**src/common/pdpoc_pkg.sv**
```systemverilog
// Shared constants for the port direction and pin option configuration block
package pdpoc_pkg;

  localparam int PDPOC_MAX_PORTS = 4;
  localparam int PDPOC_PINS = 8;
  localparam int PDPOC_ADDR_W = 12;
  localparam int PDPOC_IDX_W = 8;

  // Register indices; the byte address is four times the index
  localparam logic [7:0] PDPOC_DIR_IDX [PDPOC_MAX_PORTS] = '{8'h93, 8'h94, 8'h95, 8'h96};
  localparam logic [7:0] PDPOC_OPT_IDX [PDPOC_MAX_PORTS] = '{8'h9E, 8'h9F, 8'hA0, 8'hA1};

  localparam logic [7:0] PDPOC_DIR_RESET = 8'hFF;
  localparam logic [7:0] PDPOC_OPT_RESET = 8'h00;

  // Option register write fields
  localparam int PDPOC_SEL_LSB = 0;
  localparam int PDPOC_SEL_W = 3;
  localparam int PDPOC_RDSET_BIT = 3;
  localparam int PDPOC_KIND_BIT = 4;
  localparam int PDPOC_MODE_LSB = 5;
  localparam int PDPOC_MODE_W = 3;
  localparam int PDPOC_IN_MODE_W = 2;

  localparam logic PDPOC_KIND_OUT = 1'b0;
  localparam logic PDPOC_KIND_IN = 1'b1;

  localparam logic [2:0] PDPOC_OUT_NORMAL = 3'h0;
  localparam logic [2:0] PDPOC_OUT_HIGH = 3'h3;
  localparam logic [1:0] PDPOC_IN_PLAIN = 2'h0;
  localparam logic [1:0] PDPOC_IN_PULLDOWN = 2'h1;
  localparam logic [1:0] PDPOC_IN_PULLUP = 2'h2;
  localparam logic [1:0] PDPOC_IN_OFF = 2'h3;

  localparam logic [31:0] PDPOC_RDATA_ZERO = 32'h0000_0000;

  typedef enum logic [1:0] {
    PDPOC_APB_IDLE = 2'b01,
    PDPOC_APB_ACCESS = 2'b10
  } pdpoc_apb_t;

endpackage

```
**src/hw/pdpoc_top.sv**
```systemverilog
// APB-reached direction and pin option configuration for up to four 8-bit ports
//
// Summary of operation
// - One to four ports, each two registers
// - Reset makes all pins inputs to MCU
// - Eight direction bits, bit n is pin n
// - Direction zero drives output, one is input
// - Option register holds pin options apart
// - Each option write configures at most one pin
// - Setup write records pin and option kind
// - Option read returns mode in bits 7:5
// - Bits 2:0 pin, 3 setup, 4 kind
// - Setup saves selection; otherwise mode is updated, except illegal output codes
// - Output modes 000 normal, 011 high drive
// - Input modes: plain, pull-down, pull-up, off
//
// Design decision made here: register access over APB.
`timescale 1ns/1ps
module pdpoc_top #(
  parameter int NUM_PORTS = pdpoc_pkg::PDPOC_MAX_PORTS,
  parameter int ADDR_W = pdpoc_pkg::PDPOC_ADDR_W
) (
  input wire logic CLK,
  input wire logic RESET,
  input wire logic PSEL,
  input wire logic PENABLE,
  input wire logic PWRITE,
  input wire logic [ADDR_W-1:0] PADDR,
  input wire logic [31:0] PWDATA,
  output logic [31:0] PRDATA,
  output logic PREADY,
  output logic PSLVERR,
  input wire logic [NUM_PORTS*8-1:0] PIN_IN,
  input wire logic [NUM_PORTS*8-1:0] PORT_OUT_DATA,
  output logic [NUM_PORTS*8-1:0] PORT_IN_DATA,
  output logic [NUM_PORTS*8-1:0] PIN_OUT,
  output logic [NUM_PORTS*8-1:0] PIN_OE,
  output logic [NUM_PORTS*8-1:0] PIN_HIGH_DRIVE,
  output logic [NUM_PORTS*8-1:0] PIN_IN_EN,
  output logic [NUM_PORTS*8-1:0] PIN_PULL_UP,
  output logic [NUM_PORTS*8-1:0] PIN_PULL_DOWN
);

  localparam int NPINS = NUM_PORTS * pdpoc_pkg::PDPOC_PINS;

  ////////////////////////////////////////////////////////////////////////////
  // Elaboration checks

  if (NUM_PORTS < 1 || NUM_PORTS > pdpoc_pkg::PDPOC_MAX_PORTS) begin : g_bad_ports
    $error("NUM_PORTS must be 1 to 4");
  end
  if (ADDR_W < pdpoc_pkg::PDPOC_IDX_W + 2 || ADDR_W > 32) begin : g_bad_addr
    $error("ADDR_W must hold a register index times four");
  end

  ////////////////////////////////////////////////////////////////////////////
  // Address decode

  // One-hot hit over the implemented ports for either register table
  function automatic logic [pdpoc_pkg::PDPOC_MAX_PORTS-1:0] hit_vec(
    input logic [ADDR_W-1:0] addr,
    input logic is_opt
  );
    logic [pdpoc_pkg::PDPOC_MAX_PORTS-1:0] h;
    logic [pdpoc_pkg::PDPOC_IDX_W+1:0] byte_addr;
    h = '0;
    byte_addr = '0;
    for (int p = 0; p < pdpoc_pkg::PDPOC_MAX_PORTS; p++) begin
      byte_addr = is_opt ? {pdpoc_pkg::PDPOC_OPT_IDX[p], 2'b00} : {pdpoc_pkg::PDPOC_DIR_IDX[p], 2'b00};
      h[p] = (p < NUM_PORTS) && (addr == ADDR_W'(byte_addr));
    end
    return h;
  endfunction

  logic [pdpoc_pkg::PDPOC_MAX_PORTS-1:0] dir_hit;
  logic [pdpoc_pkg::PDPOC_MAX_PORTS-1:0] opt_hit;
  logic any_hit;

  assign dir_hit = hit_vec(PADDR, 1'b0);
  assign opt_hit = hit_vec(PADDR, 1'b1);
  assign any_hit = |{dir_hit, opt_hit};

  ////////////////////////////////////////////////////////////////////////////
  // APB slave: read data and error are captured in the setup cycle,
  // so the access phase always completes with no wait state

  pdpoc_pkg::pdpoc_apb_t apb_state;
  pdpoc_pkg::pdpoc_apb_t next_apb_state;
  logic setup_cycle;
  logic wr_fire;
  logic slverr;
  logic [31:0] next_prdata;

  assign setup_cycle = PSEL && !PENABLE;

  always_comb begin
    next_apb_state = apb_state;
    unique case (apb_state)
      pdpoc_pkg::PDPOC_APB_IDLE: begin
        if (setup_cycle) begin
          next_apb_state = pdpoc_pkg::PDPOC_APB_ACCESS;
        end
      end
      pdpoc_pkg::PDPOC_APB_ACCESS: begin
        if (!(PSEL && PENABLE)) begin
          next_apb_state = setup_cycle ? pdpoc_pkg::PDPOC_APB_ACCESS : pdpoc_pkg::PDPOC_APB_IDLE;
        end else begin
          next_apb_state = pdpoc_pkg::PDPOC_APB_IDLE;
        end
      end
      default: begin
        next_apb_state = pdpoc_pkg::PDPOC_APB_IDLE;
      end
    endcase
  end

  always_ff @(posedge CLK) begin
    if (RESET) begin
      apb_state <= pdpoc_pkg::PDPOC_APB_IDLE;
    end else begin
      apb_state <= next_apb_state;
    end
  end

  assign PREADY = (apb_state == pdpoc_pkg::PDPOC_APB_ACCESS) && PSEL && PENABLE;
  assign PSLVERR = PREADY && slverr;
  assign wr_fire = PREADY && PWRITE && any_hit;

  ////////////////////////////////////////////////////////////////////////////
  // Per-port registers

  logic [NPINS-1:0] dir_all;
  logic [NPINS-1:0][2:0] out_mode_all;
  logic [NPINS-1:0][1:0] in_mode_all;
  logic [NUM_PORTS-1:0][2:0] rd_mode_all;

  for (genvar p = 0; p < NUM_PORTS; p++) begin : g_port
    pdpoc_dir_reg u_dir (
      .clk(CLK),
      .reset(RESET),
      .wr_en(wr_fire && dir_hit[p]),
      .wdata(PWDATA[7:0]),
      .dir(dir_all[p*8 +: 8])
    );

    // Option writes are indirect; only the addressed pin moves
    pdpoc_option_port u_opt (
      .clk(CLK),
      .reset(RESET),
      .wr_en(wr_fire && opt_hit[p]),
      .wdata(PWDATA[7:0]),
      .out_mode(out_mode_all[p*8 +: 8]),
      .in_mode(in_mode_all[p*8 +: 8]),
      .rd_mode(rd_mode_all[p])
    );
  end

  ////////////////////////////////////////////////////////////////////////////
  // Read path

  always_comb begin
    next_prdata = pdpoc_pkg::PDPOC_RDATA_ZERO;
    for (int p = 0; p < NUM_PORTS; p++) begin
      if (dir_hit[p]) begin
        next_prdata[7:0] = dir_all[p*8 +: 8];
      end
      if (opt_hit[p]) begin
        // Only the mode field reads back; the write-only fields read zero
        next_prdata[pdpoc_pkg::PDPOC_MODE_LSB +: pdpoc_pkg::PDPOC_MODE_W] = rd_mode_all[p];
      end
    end
  end

  always_ff @(posedge CLK) begin
    if (RESET) begin
      PRDATA <= pdpoc_pkg::PDPOC_RDATA_ZERO;
    end else if (setup_cycle && !PWRITE) begin
      PRDATA <= next_prdata;
    end
  end

  always_ff @(posedge CLK) begin
    if (RESET) begin
      slverr <= 1'b0;
    end else if (setup_cycle) begin
      slverr <= !any_hit;
    end
  end

  ////////////////////////////////////////////////////////////////////////////
  // Pin control, registered so the pad side sees clean levels

  always_ff @(posedge CLK) begin
    if (RESET) begin
      PIN_OE <= '0;
      PIN_IN_EN <= '1;
      PIN_OUT <= '0;
      PIN_HIGH_DRIVE <= '0;
      PIN_PULL_UP <= '0;
      PIN_PULL_DOWN <= '0;
    end else begin
      for (int i = 0; i < NPINS; i++) begin
        PIN_OE[i] <= !dir_all[i];
        PIN_OUT[i] <= PORT_OUT_DATA[i];
        PIN_HIGH_DRIVE[i] <= out_mode_all[i] == pdpoc_pkg::PDPOC_OUT_HIGH;
        PIN_IN_EN[i] <= in_mode_all[i] != pdpoc_pkg::PDPOC_IN_OFF;
        PIN_PULL_UP[i] <= in_mode_all[i] == pdpoc_pkg::PDPOC_IN_PULLUP;
        PIN_PULL_DOWN[i] <= in_mode_all[i] == pdpoc_pkg::PDPOC_IN_PULLDOWN;
      end
    end
  end

  // A disabled input buffer reads zero rather than a floating pad
  always_ff @(posedge CLK) begin
    if (RESET) begin
      PORT_IN_DATA <= '0;
    end else begin
      for (int i = 0; i < NPINS; i++) begin
        PORT_IN_DATA[i] <= PIN_IN[i] && (in_mode_all[i] != pdpoc_pkg::PDPOC_IN_OFF);
      end
    end
  end

  ////////////////////////////////////////////////////////////////////////////
  // Assertions

  logic [7:0] wbyte;
  int unsigned changed_pins;
  logic [NPINS-1:0][2:0] last_out_mode;
  logic [NPINS-1:0][1:0] last_in_mode;

  assign wbyte = PWDATA[7:0];

  // Copy of last cycle's modes, so the per-write pin count needs no sampled-value call
  always_ff @(posedge CLK) begin
    last_out_mode <= out_mode_all;
    last_in_mode <= in_mode_all;
  end

  always_comb begin
    changed_pins = 0;
    for (int i = 0; i < NPINS; i++) begin
      if (out_mode_all[i] != last_out_mode[i] || in_mode_all[i] != last_in_mode[i]) begin
        changed_pins++;
      end
    end
  end

  property p_reset_inputs;
    @(posedge CLK) $fell(RESET) |-> (dir_all == '1) && (PIN_OE == '0) && (PIN_IN_EN == '1);
  endproperty
  a_reset_inputs: assert property (p_reset_inputs) else $error("pins not inputs after reset");

  property p_oe_from_dir;
    @(posedge CLK) disable iff (RESET)
    !$past(RESET) |-> PIN_OE == ~$past(dir_all);
  endproperty
  a_oe_from_dir: assert property (p_oe_from_dir) else $error("output enable does not follow direction");

  property p_dir_write;
    @(posedge CLK) disable iff (RESET)
    (wr_fire && dir_hit[0]) |=> dir_all[7:0] == $past(wbyte);
  endproperty
  a_dir_write: assert property (p_dir_write) else $error("direction write not stored");

  property p_one_pin_per_write;
    @(posedge CLK) disable iff (RESET)
    !$past(RESET) |-> changed_pins <= 1;
  endproperty
  a_one_pin_per_write: assert property (p_one_pin_per_write) else $error("option write changed several pins");

  property p_setup_keeps_modes;
    @(posedge CLK) disable iff (RESET)
    (wr_fire && (|opt_hit) && wbyte[pdpoc_pkg::PDPOC_RDSET_BIT]) |=>
      $stable(out_mode_all) && $stable(in_mode_all);
  endproperty
  a_setup_keeps_modes: assert property (p_setup_keeps_modes) else $error("setup write altered a mode");

  property p_out_update;
    @(posedge CLK) disable iff (RESET)
    (wr_fire && opt_hit[0] && !wbyte[pdpoc_pkg::PDPOC_RDSET_BIT] &&
     wbyte[pdpoc_pkg::PDPOC_KIND_BIT] == pdpoc_pkg::PDPOC_KIND_OUT &&
     wbyte[7:5] == pdpoc_pkg::PDPOC_OUT_HIGH) |=> out_mode_all[$past(wbyte[2:0])] == pdpoc_pkg::PDPOC_OUT_HIGH;
  endproperty
  a_out_update: assert property (p_out_update) else $error("output mode not updated");

  property p_in_update;
    @(posedge CLK) disable iff (RESET)
    (wr_fire && opt_hit[1] && !wbyte[pdpoc_pkg::PDPOC_RDSET_BIT] &&
     wbyte[pdpoc_pkg::PDPOC_KIND_BIT] == pdpoc_pkg::PDPOC_KIND_IN) |=>
      in_mode_all[{1'b1, $past(wbyte[2:0])}] == $past(wbyte[6:5]);
  endproperty
  a_in_update: assert property (p_in_update) else $error("input mode not updated");

  property p_readback;
    @(posedge CLK) disable iff (RESET)
    (wr_fire && opt_hit[0] && wbyte[pdpoc_pkg::PDPOC_RDSET_BIT] &&
     wbyte[pdpoc_pkg::PDPOC_KIND_BIT] == pdpoc_pkg::PDPOC_KIND_OUT) |=>
      rd_mode_all[0] == out_mode_all[$past(wbyte[2:0])];
  endproperty
  a_readback: assert property (p_readback) else $error("read selection not recorded");

  property p_read_data;
    @(posedge CLK) disable iff (RESET)
    (setup_cycle && !PWRITE && opt_hit[0]) |=> PRDATA == {24'h00_0000, rd_mode_all[0], 5'h00};
  endproperty
  a_read_data: assert property (p_read_data) else $error("option read data wrong");

  property p_access_one_cycle;
    @(posedge CLK) disable iff (RESET)
    (setup_cycle ##1 (PSEL && PENABLE)) |-> PREADY;
  endproperty
  a_access_one_cycle: assert property (p_access_one_cycle) else $error("access phase stalled");

  property p_unmapped_err;
    @(posedge CLK) disable iff (RESET)
    (setup_cycle && !any_hit) ##1 (PSEL && PENABLE) |-> PSLVERR;
  endproperty
  a_unmapped_err: assert property (p_unmapped_err) else $error("unmapped access without error");

  property p_in_off_blocks;
    @(posedge CLK) disable iff (RESET)
    (in_mode_all[10] == pdpoc_pkg::PDPOC_IN_OFF) |=> !PORT_IN_DATA[10];
  endproperty
  a_in_off_blocks: assert property (p_in_off_blocks) else $error("disabled input passed data");

endmodule

```
**src/hw/pdpoc_dir_reg.sv**
```systemverilog
// Direction register of one port
`timescale 1ns/1ps
module pdpoc_dir_reg (
  input wire logic clk,
  input wire logic reset,
  input wire logic wr_en,
  input wire logic [7:0] wdata,
  output logic [7:0] dir
);

  // A one makes the pin an input, so reset leaves every pin undriven
  always_ff @(posedge clk) begin
    if (reset) begin
      dir <= pdpoc_pkg::PDPOC_DIR_RESET;
    end else if (wr_en) begin
      dir <= wdata;
    end
  end

endmodule

```
**src/hw/pdpoc_option_port.sv**
```systemverilog
// Indirect per-pin option storage of one port
`timescale 1ns/1ps
module pdpoc_option_port (
  input wire logic clk,
  input wire logic reset,
  input wire logic wr_en,
  input wire logic [7:0] wdata,
  output logic [pdpoc_pkg::PDPOC_PINS-1:0][2:0] out_mode,
  output logic [pdpoc_pkg::PDPOC_PINS-1:0][1:0] in_mode,
  output logic [2:0] rd_mode
);

  logic [2:0] sel;
  logic rdset;
  logic kind;
  logic [2:0] mode;
  logic out_legal;
  logic [2:0] rd_sel;
  logic rd_kind;

  assign sel = wdata[pdpoc_pkg::PDPOC_SEL_LSB +: pdpoc_pkg::PDPOC_SEL_W];
  assign rdset = wdata[pdpoc_pkg::PDPOC_RDSET_BIT];
  assign kind = wdata[pdpoc_pkg::PDPOC_KIND_BIT];
  assign mode = wdata[pdpoc_pkg::PDPOC_MODE_LSB +: pdpoc_pkg::PDPOC_MODE_W];
  // Illegal output codes are dropped so a pin never sees an undefined drive
  assign out_legal = (mode == pdpoc_pkg::PDPOC_OUT_NORMAL) || (mode == pdpoc_pkg::PDPOC_OUT_HIGH);

  always_ff @(posedge clk) begin
    if (reset) begin
      rd_sel <= 3'h0;
      rd_kind <= pdpoc_pkg::PDPOC_KIND_OUT;
    end else if (wr_en && rdset) begin
      rd_sel <= sel;
      rd_kind <= kind;
    end
  end

  always_ff @(posedge clk) begin
    if (reset) begin
      for (int n = 0; n < pdpoc_pkg::PDPOC_PINS; n++) begin
        out_mode[n] <= pdpoc_pkg::PDPOC_OPT_RESET[pdpoc_pkg::PDPOC_MODE_LSB +: pdpoc_pkg::PDPOC_MODE_W];
      end
    end else if (wr_en && !rdset && kind == pdpoc_pkg::PDPOC_KIND_OUT && out_legal) begin
      out_mode[sel] <= mode;
    end
  end

  always_ff @(posedge clk) begin
    if (reset) begin
      for (int n = 0; n < pdpoc_pkg::PDPOC_PINS; n++) begin
        in_mode[n] <= pdpoc_pkg::PDPOC_OPT_RESET[pdpoc_pkg::PDPOC_MODE_LSB +: pdpoc_pkg::PDPOC_IN_MODE_W];
      end
    end else if (wr_en && !rdset && kind == pdpoc_pkg::PDPOC_KIND_IN) begin
      in_mode[sel] <= mode[1:0];
    end
  end

  assign rd_mode = (rd_kind == pdpoc_pkg::PDPOC_KIND_IN) ? {1'b0, in_mode[rd_sel]} : out_mode[rd_sel];

  property p_illegal_out_dropped;
    @(posedge clk) disable iff (reset)
    (wr_en && !rdset && kind == pdpoc_pkg::PDPOC_KIND_OUT && !out_legal) |=> $stable(out_mode);
  endproperty
  a_illegal_out_dropped: assert property (p_illegal_out_dropped) else $error("illegal output mode stored");

endmodule

```
**config.mk**
```make
export PLATFORM = sky130hd
export DESIGN_NAME = pdpoc_top
export DESIGN_NICKNAME = d
export VERILOG_FILES = /design/src/common/pdpoc_pkg.sv /design/src/hw/pdpoc_top.sv /design/src/hw/pdpoc_dir_reg.sv /design/src/hw/pdpoc_option_port.sv
export SDC_FILE = /design/constraint.sdc
export NUM_CORES = 1
export LEC_CHECK = 0
export CORE_UTILIZATION = 45
export DETAILED_ROUTE_END_ITERATION = 12
export DONT_BUFFER_PORTS = 1
export PLACE_DENSITY = 0.62
export SLEW_MARGIN = 20
export SYNTH_ARGS = -nofsm -noshare
export SYNTH_HDL_FRONTEND = slang
export SYNTH_SLANG_ARGS = --single-unit
```
**constraint.sdc**
```tcl
create_clock -name CLK -period 2.25 [get_ports CLK]
set_input_delay 0.45 -clock CLK [delete_from_list [all_inputs] [get_ports CLK]]
set_output_delay 0.45 -clock CLK [all_outputs]
set_load 0.005 [all_outputs]
```
After elaboration in Yosys (flattened, before gate mapping)
Index checks and enable logic that the tools add are counted.
{"block": "totals", "reg_bits": 443, "latch_bits": 0, "mem_bits_rw": 0, "mem_bits_ro": 0, "out_inout_bits": 258, "wordCells": 385, "n_memories": 0}
{"block": "op_classes", "addsub": 0, "n_mul": 0, "div": 0, "n_lt_le_gt_ge": 6, "eq_ne": 140, "shift": 0, "muxes": 44, "bitwise": 1, "n_reduce_logical": 108}
{"operator": "$eq 3x2->1 const B", "n": 33}
{"operator": "$bwmux 24", "n": 4}
{"operator": "$eq 12x10->1 const B", "n": 8}
{"operator": "$logic_and 1x1->1", "n": 69}
{"operator": "$eq 2x1->1 const B", "n": 33}
{"operator": "$eq 2x2->1 const B", "n": 33}
{"operator": "$ne 2x2->1 const B", "n": 33}
{"operator": "$bwmux 16", "n": 4}
{"operator": "$mux 3", "n": 13}
{"operator": "$bmux 3 s3", "n": 4}
{"operator": "$logic_not 1->1", "n": 36}
{"operator": "$mux 8", "n": 4}
{"operator": "$bmux 2 s3", "n": 4}
{"operator": "$lt 3x4->1 const B", "n": 5}
{"operator": "$mux 2", "n": 8}
{"operator": "$demux 3 s3", "n": 1}
{"operator": "$reduce_or 8->1", "n": 1}
{"operator": "$demux 2 s3", "n": 1}
{"operator": "$pmux 2 s2", "n": 1}
{"operator": "$ge 3x1->1 const B", "n": 1}
{"operator": "$logic_not 3->1", "n": 1}
{"operator": "$logic_or 1x1->1", "n": 1}
{"operator": "$not 1->1", "n": 1}

Logic depth before layout (Yosys ltp)
{"block": "depth", "word_depth": 10, "ltp_mapped": 9, "depth_no_buf": 8}

Cells and area by module
A second synthesis with hierarchy kept.
{"block": "unflattened", "cells_unflattened": 1663, "hier_area_um2": 17217.8}
{"mod": "pdpoc_option_port", "instances": 4, "cells_each": 208, "area_per_inst_um2": 2097.0}
{"mod": "pdpoc_top", "instances": 1, "cells_each": 727, "area_per_inst_um2": 7618.6}
{"mod": "pdpoc_dir_reg", "instances": 4, "cells_each": 26, "area_per_inst_um2": 302.8}

Worst setup path after synthesis
No wires, ideal clock.
{"block": "synth_path", "kind": "input to register", "start": "input port PADDR[11]", "end": "register PRDATA[7]", "setup_ns": 0.075, "t_arrival_ns": 2.352, "required_time_ns": 2.175, "slack_ns": -0.177, "cell_stages": 7, "cell_sequence": "or4b_4 buf_6 or4_1 or3_1 o221ai_1 a211oi_1 o22ai_1"}
{"block": "synth_between", "elab_chain_len": 9, "word_cells_on_any_way": 16}
{"item": "start: declaration", "line_no": "pdpoc_top.sv:28", "text": "input wire logic [ADDR_W-1:0] PADDR,"}
{"item": "$eq 12x10->1", "line_no": "pdpoc_top.sv:70", "text": "h[p] = (p < NUM_PORTS) && (addr == ADDR_W'(byte_addr));"}
{"item": "$mux 8", "line_no": "pdpoc_top.sv:164", "text": "if (dir_hit[p]) begin"}
{"item": "$mux 3", "line_no": "pdpoc_top.sv:167", "text": "if (opt_hit[p]) begin"}
{"item": "$mux 8", "line_no": "pdpoc_top.sv:164"}
{"item": "$mux 3", "line_no": "pdpoc_top.sv:167"}
{"item": "$mux 8", "line_no": "pdpoc_top.sv:164"}
{"item": "$mux 3", "line_no": "pdpoc_top.sv:167"}
{"item": "$mux 8", "line_no": "pdpoc_top.sv:164"}
{"item": "$mux 3 *", "line_no": "pdpoc_top.sv:167"}
{"item": "end signal: assignment", "line_no": "pdpoc_top.sv:176", "text": "PRDATA <= pdpoc_pkg::PDPOC_RDATA_ZERO;"}
{"item": "end signal: assignment", "line_no": "pdpoc_top.sv:178", "text": "PRDATA <= next_prdata;"}
{"item": "end: declaration", "line_no": "pdpoc_top.sv:30", "text": "output logic [31:0] PRDATA,"}
Every way passes the cells marked *; elsewhere a longest branch is shown, timed or not.
A chain may end at the register's enable or synchronous reset.

Worst setup path in the final report
{"block": "layout_path", "start": "register g_port[3].u_opt.rd_sel[0]", "end": "register PRDATA[5]"}
{"block": "layout_between", "elab_chain_len": 4, "word_cells_on_any_way": 6}
{"item": "start: declaration", "line_no": "pdpoc_option_port.sv:18", "text": "logic [2:0] rd_sel;"}
{"item": "start signal: assignment", "line_no": "pdpoc_option_port.sv:33", "text": "rd_sel <= sel;"}
{"item": "$bmux 3 s3 / $bmux 2 s3 (equally long branches)", "line_no": "pdpoc_option_port.sv:58", "text": "assign rd_mode = (rd_kind == pdpoc_pkg::PDPOC_KIND_IN) ? {1'b0, in_mode[rd_sel]} : out_mode[rd_sel];"}
{"item": "$mux 3 (not written as such) / $mux 2 (equally long branches)", "line_no": "pdpoc_option_port.sv:58"}
{"item": "$mux 3 *", "line_no": "pdpoc_option_port.sv:58"}
{"item": "$mux 3 *", "line_no": "pdpoc_top.sv:167"}
Every way passes the cells marked *; elsewhere a longest branch is shown, timed or not. The select of a mux whose other input is x is not followed.

==> results.sh <==
export IMPL_status="completed"
export IMPL_yosysTopAreaCellShare=0.545
export IMPL_synthTopCellsByCount="dfxtp_1 (443), nand2_1 (191), nor2_1 (151), a21oi_1 (96), clkbuf_1 (89)"
export IMPL_r2r_setup_slack_ns=0.03
export IMPL_r2r_cells=6
export IMPL_fin_skew_ns=0.0241
export IMPL_grt_pass1_wl_mm=65.1
export IMPL_grt_max_degree=393
export IMPL_synthArstFlopShare=0
export IMPL_min_path_type="in -> reg"
export IMPL_num_vias=11800
export IMPL_ys_ff_latch=443
export IMPL_cts_tree="yes"
export IMPL_portBuffers=0
export IMPL_path_class="reg -> reg"
export IMPL_tightest_slew_ns=0.725
export IMPL_gp_congestion=0.863
export IMPL_drtIter0Drc=853
export IMPL_r2r_end="PRDATA[5]"
export IMPL_initial_core_util=0.458
export IMPL_setup_viol=0
export IMPL_synth_avg_cell_area_um2=10.1
export IMPL_fin_area_um2=18900
export IMPL_yosysSeqAreaShare=0.545
export IMPL_r2r_start="g_port[3].u_opt.rd_sel[0]"
export IMPL_ctsHtreeMaxLevel=2
export IMPL_fmax_ghz=0.450
export IMPL_power_density_nw_per_um2=842
export IMPL_cp_start_kind="register"
export IMPL_yosysWarnings=0
export IMPL_wl_per_cell_um=20.3
export IMPL_maxSlewHeadroom=0.516
export IMPL_vdd_drop_max_uv=618
export IMPL_die_y_um=192
export IMPL_core_area_um2=35600
export IMPL_n_fill_cell=3181
export IMPL_clkLatencyLatePin_ns=0.57
export IMPL_cap_violations=0
export IMPL_ys_types=63
export IMPL_synthTopCellsByArea="dfxtp_1 (54%), mux4_2 (5.5%), nand2_1 (4.4%)"
export IMPL_clock_sinks=443
export IMPL_route_detailed_drc=0
export IMPL_cp_required_ns=2.68
export IMPL_holdPathStages=1
export IMPL_synth_most_common_cell="dfxtp_1"
export IMPL_fp_dieArea_um2=36900
export IMPL_synthCells=1604
export IMPL_viasPerCell=5.50
export IMPL_clkSlewWorstSetupHoldPaths_ns=0.07
export IMPL_syn_area_um2=16300
export IMPL_dp_hpwl_mm=29.3
export IMPL_grt_remaining_overflow=0
export IMPL_crit_path_max_fanout=4
export IMPL_clockBufferDepth=3
export IMPL_area_delta_synth_final_pct=16.4
export IMPL_hold_viol=0
export IMPL_rsz0062_at_grt="yes"
export IMPL_holdCritStartpoint="PWDATA[7]"
export IMPL_nNetsFinal=1761
export IMPL_placementRows=69
export IMPL_antenna_found_initial=1
export IMPL_ant_nets=0
export IMPL_placed_area_um2=17100
export IMPL_synth_edff_count=0
export IMPL_worstPathArrival_ns=2.66
export IMPL_cts_made_buffers=45
export IMPL_grt_usage=0.229
export IMPL_period_share=0.988
export IMPL_first_global_vias=11200
export IMPL_maxSlewViolCount=0
export IMPL_fin_crit_ns=2.22
export IMPL_hold_path_end="g_port[3].u_dir.dir[7]"
export IMPL_yosysTopAreaCell="dfxtp_1"
export IMPL_fin_util=0.533
export IMPL_cts_root_buf="clkbuf_16"
export IMPL_die_width_um=192
export IMPL_drt_total_wl_mm=43.4
export IMPL_power_leakage_nw=6.89
export IMPL_synth_flop_cell="dfxtp_1"
export IMPL_ios=371
export IMPL_firstDrtPassIters=5
export IMPL_drive_gt1_frac=0.135
export IMPL_cp_end_kind="register"
==> placed cells by master, fill, tap and decap left out, drive strengths merged, types with 25 or more instances in the layout <==
master       netlist  routed
a211oi            35      35
a21oi             96      96
buf               40      76
clkbuf            89      63
dfxtp            443     443
dlygate4sd3        0      25
inv               38      39
mux2i             68      68
mux4              40      40
nand2            191     191
nand3             31      31
nand3b            45      45
nor2             152     152
nor2b             57      57
nor3b             82      82
==> layer usage <==
layer  track usage  vias up  wire length, µm
met4        0.0857        0             1230
met2         0.378      400            21000
met1         0.294     5690            18300
li1              -     5619                -
met5             0        -                0
met3        0.0481       77             2920
==> power breakdown <==
part	switching, mW	internal [mW]
Clock	3.09	4.64
Combinational	0.141	0.132
Sequential	0.0393	7.91
Total	3.27	12.7
==> critical path: stages, from the launching register on <==
cell and delay, ns:
dfxtp_2 0.36, buf_12 0.12, mux4_2 0.55, mux4_2 0.51, nand3_1 0.11, a21oi_1 0.06, or3_1 0.38
==> worst max-delay path by stage <==
stage | startpoint | end | slack (ns) | cells after the start
finish | g_port[3].u_opt.rd_sel[0] | PRDATA[5] | 0.03 | 6
global route | g_port[2].u_opt.rd_sel[0] | PRDATA[5] | -0.01 | 6
CTS | g_port[2].u_opt.rd_sel[0] | PRDATA[5] | 0.002 | 6
detailed placement | PADDR[11] | g_port[3].u_opt.out_mode[19] | -0.30 | 8
global placement | PADDR[11] | g_port[3].u_opt.out_mode[21] | -0.20 | 8
floorplan | PADDR[11] | PRDATA[7] | -0.16 | 7
==> cells by family (layout without fill, tap and decap cells) <==
group	after synthesis	after routing	synth area share
XOR/XNOR	2	2	0.00108
AND/OR/NAND/NOR	673	673	0.228
buffers and inverters	167	222	0.0453
other	1	25	0.000230
flip-flops	443	443	0.545
adder cells (fa/ha/maj)	2	2	0.00154
AO/OA/AOI/OAI	205	205	0.0800
multiplexers	111	111	0.0993
==> through the flow <==
step           hold WS, ns  setup slack, ns  cells  TNS [ns]  power [mW]
5_1_grt            0.00668          -0.0107   2143   -0.0107        16.5
4_1_cts           0.000258          0.00157   2142         0        16.1
3_3_place_gp         0.421           -0.198   2033    -14.35        8.34
3_5_place_dp         0.424           -0.304   2033    -20.29        8.35
6_report            0.0153           0.0274   2144         0        16.0
2_1_floorplan        0.393           -0.164   1627     -6.92        8.44
==> state kept, by name, summed over array words and instances (netlist names) <==
| signal | flops |
|---|---|
| g_port.u_opt.out_mode | 96 |
| g_port.u_opt.in_mode | 64 |
| PIN_HIGH_DRIVE | 32 |
| PIN_IN_EN | 32 |
| PIN_OE | 32 |
| PIN_OUT | 32 |
| PIN_PULL_DOWN | 32 |
| PIN_PULL_UP | 32 |
| PORT_IN_DATA | 32 |
| g_port.u_dir.dir | 32 |
| g_port.u_opt.rd_sel | 12 |
| PRDATA | 8 |
| g_port.u_opt.rd_kind | 4 |
| apb_state | 2 |
| slverr | 1 |
==> cell type report <==
cell class                 count  area [µm²]  share of cell area
clock inverter                20         289              0.0153
tap                          461         577              0.0304
multi-input combinational   1017        6850               0.362
sequential                   443        8870               0.468
clock buffer                  63        1260              0.0667
inverter                      38         143             0.00753
timing repair buffer         101         950              0.0501
antenna                        1        2.50            0.000132
==> timing repair <==
action,CTS,global route
gates resized for setup,3,10
endpoints found under the setup margin,2,68
pin swaps,0,0
hold buffers,26,0
buffers inserted,0,1
endpoints found under the hold margin,78,0
Power figures use the tool's default switching activity.
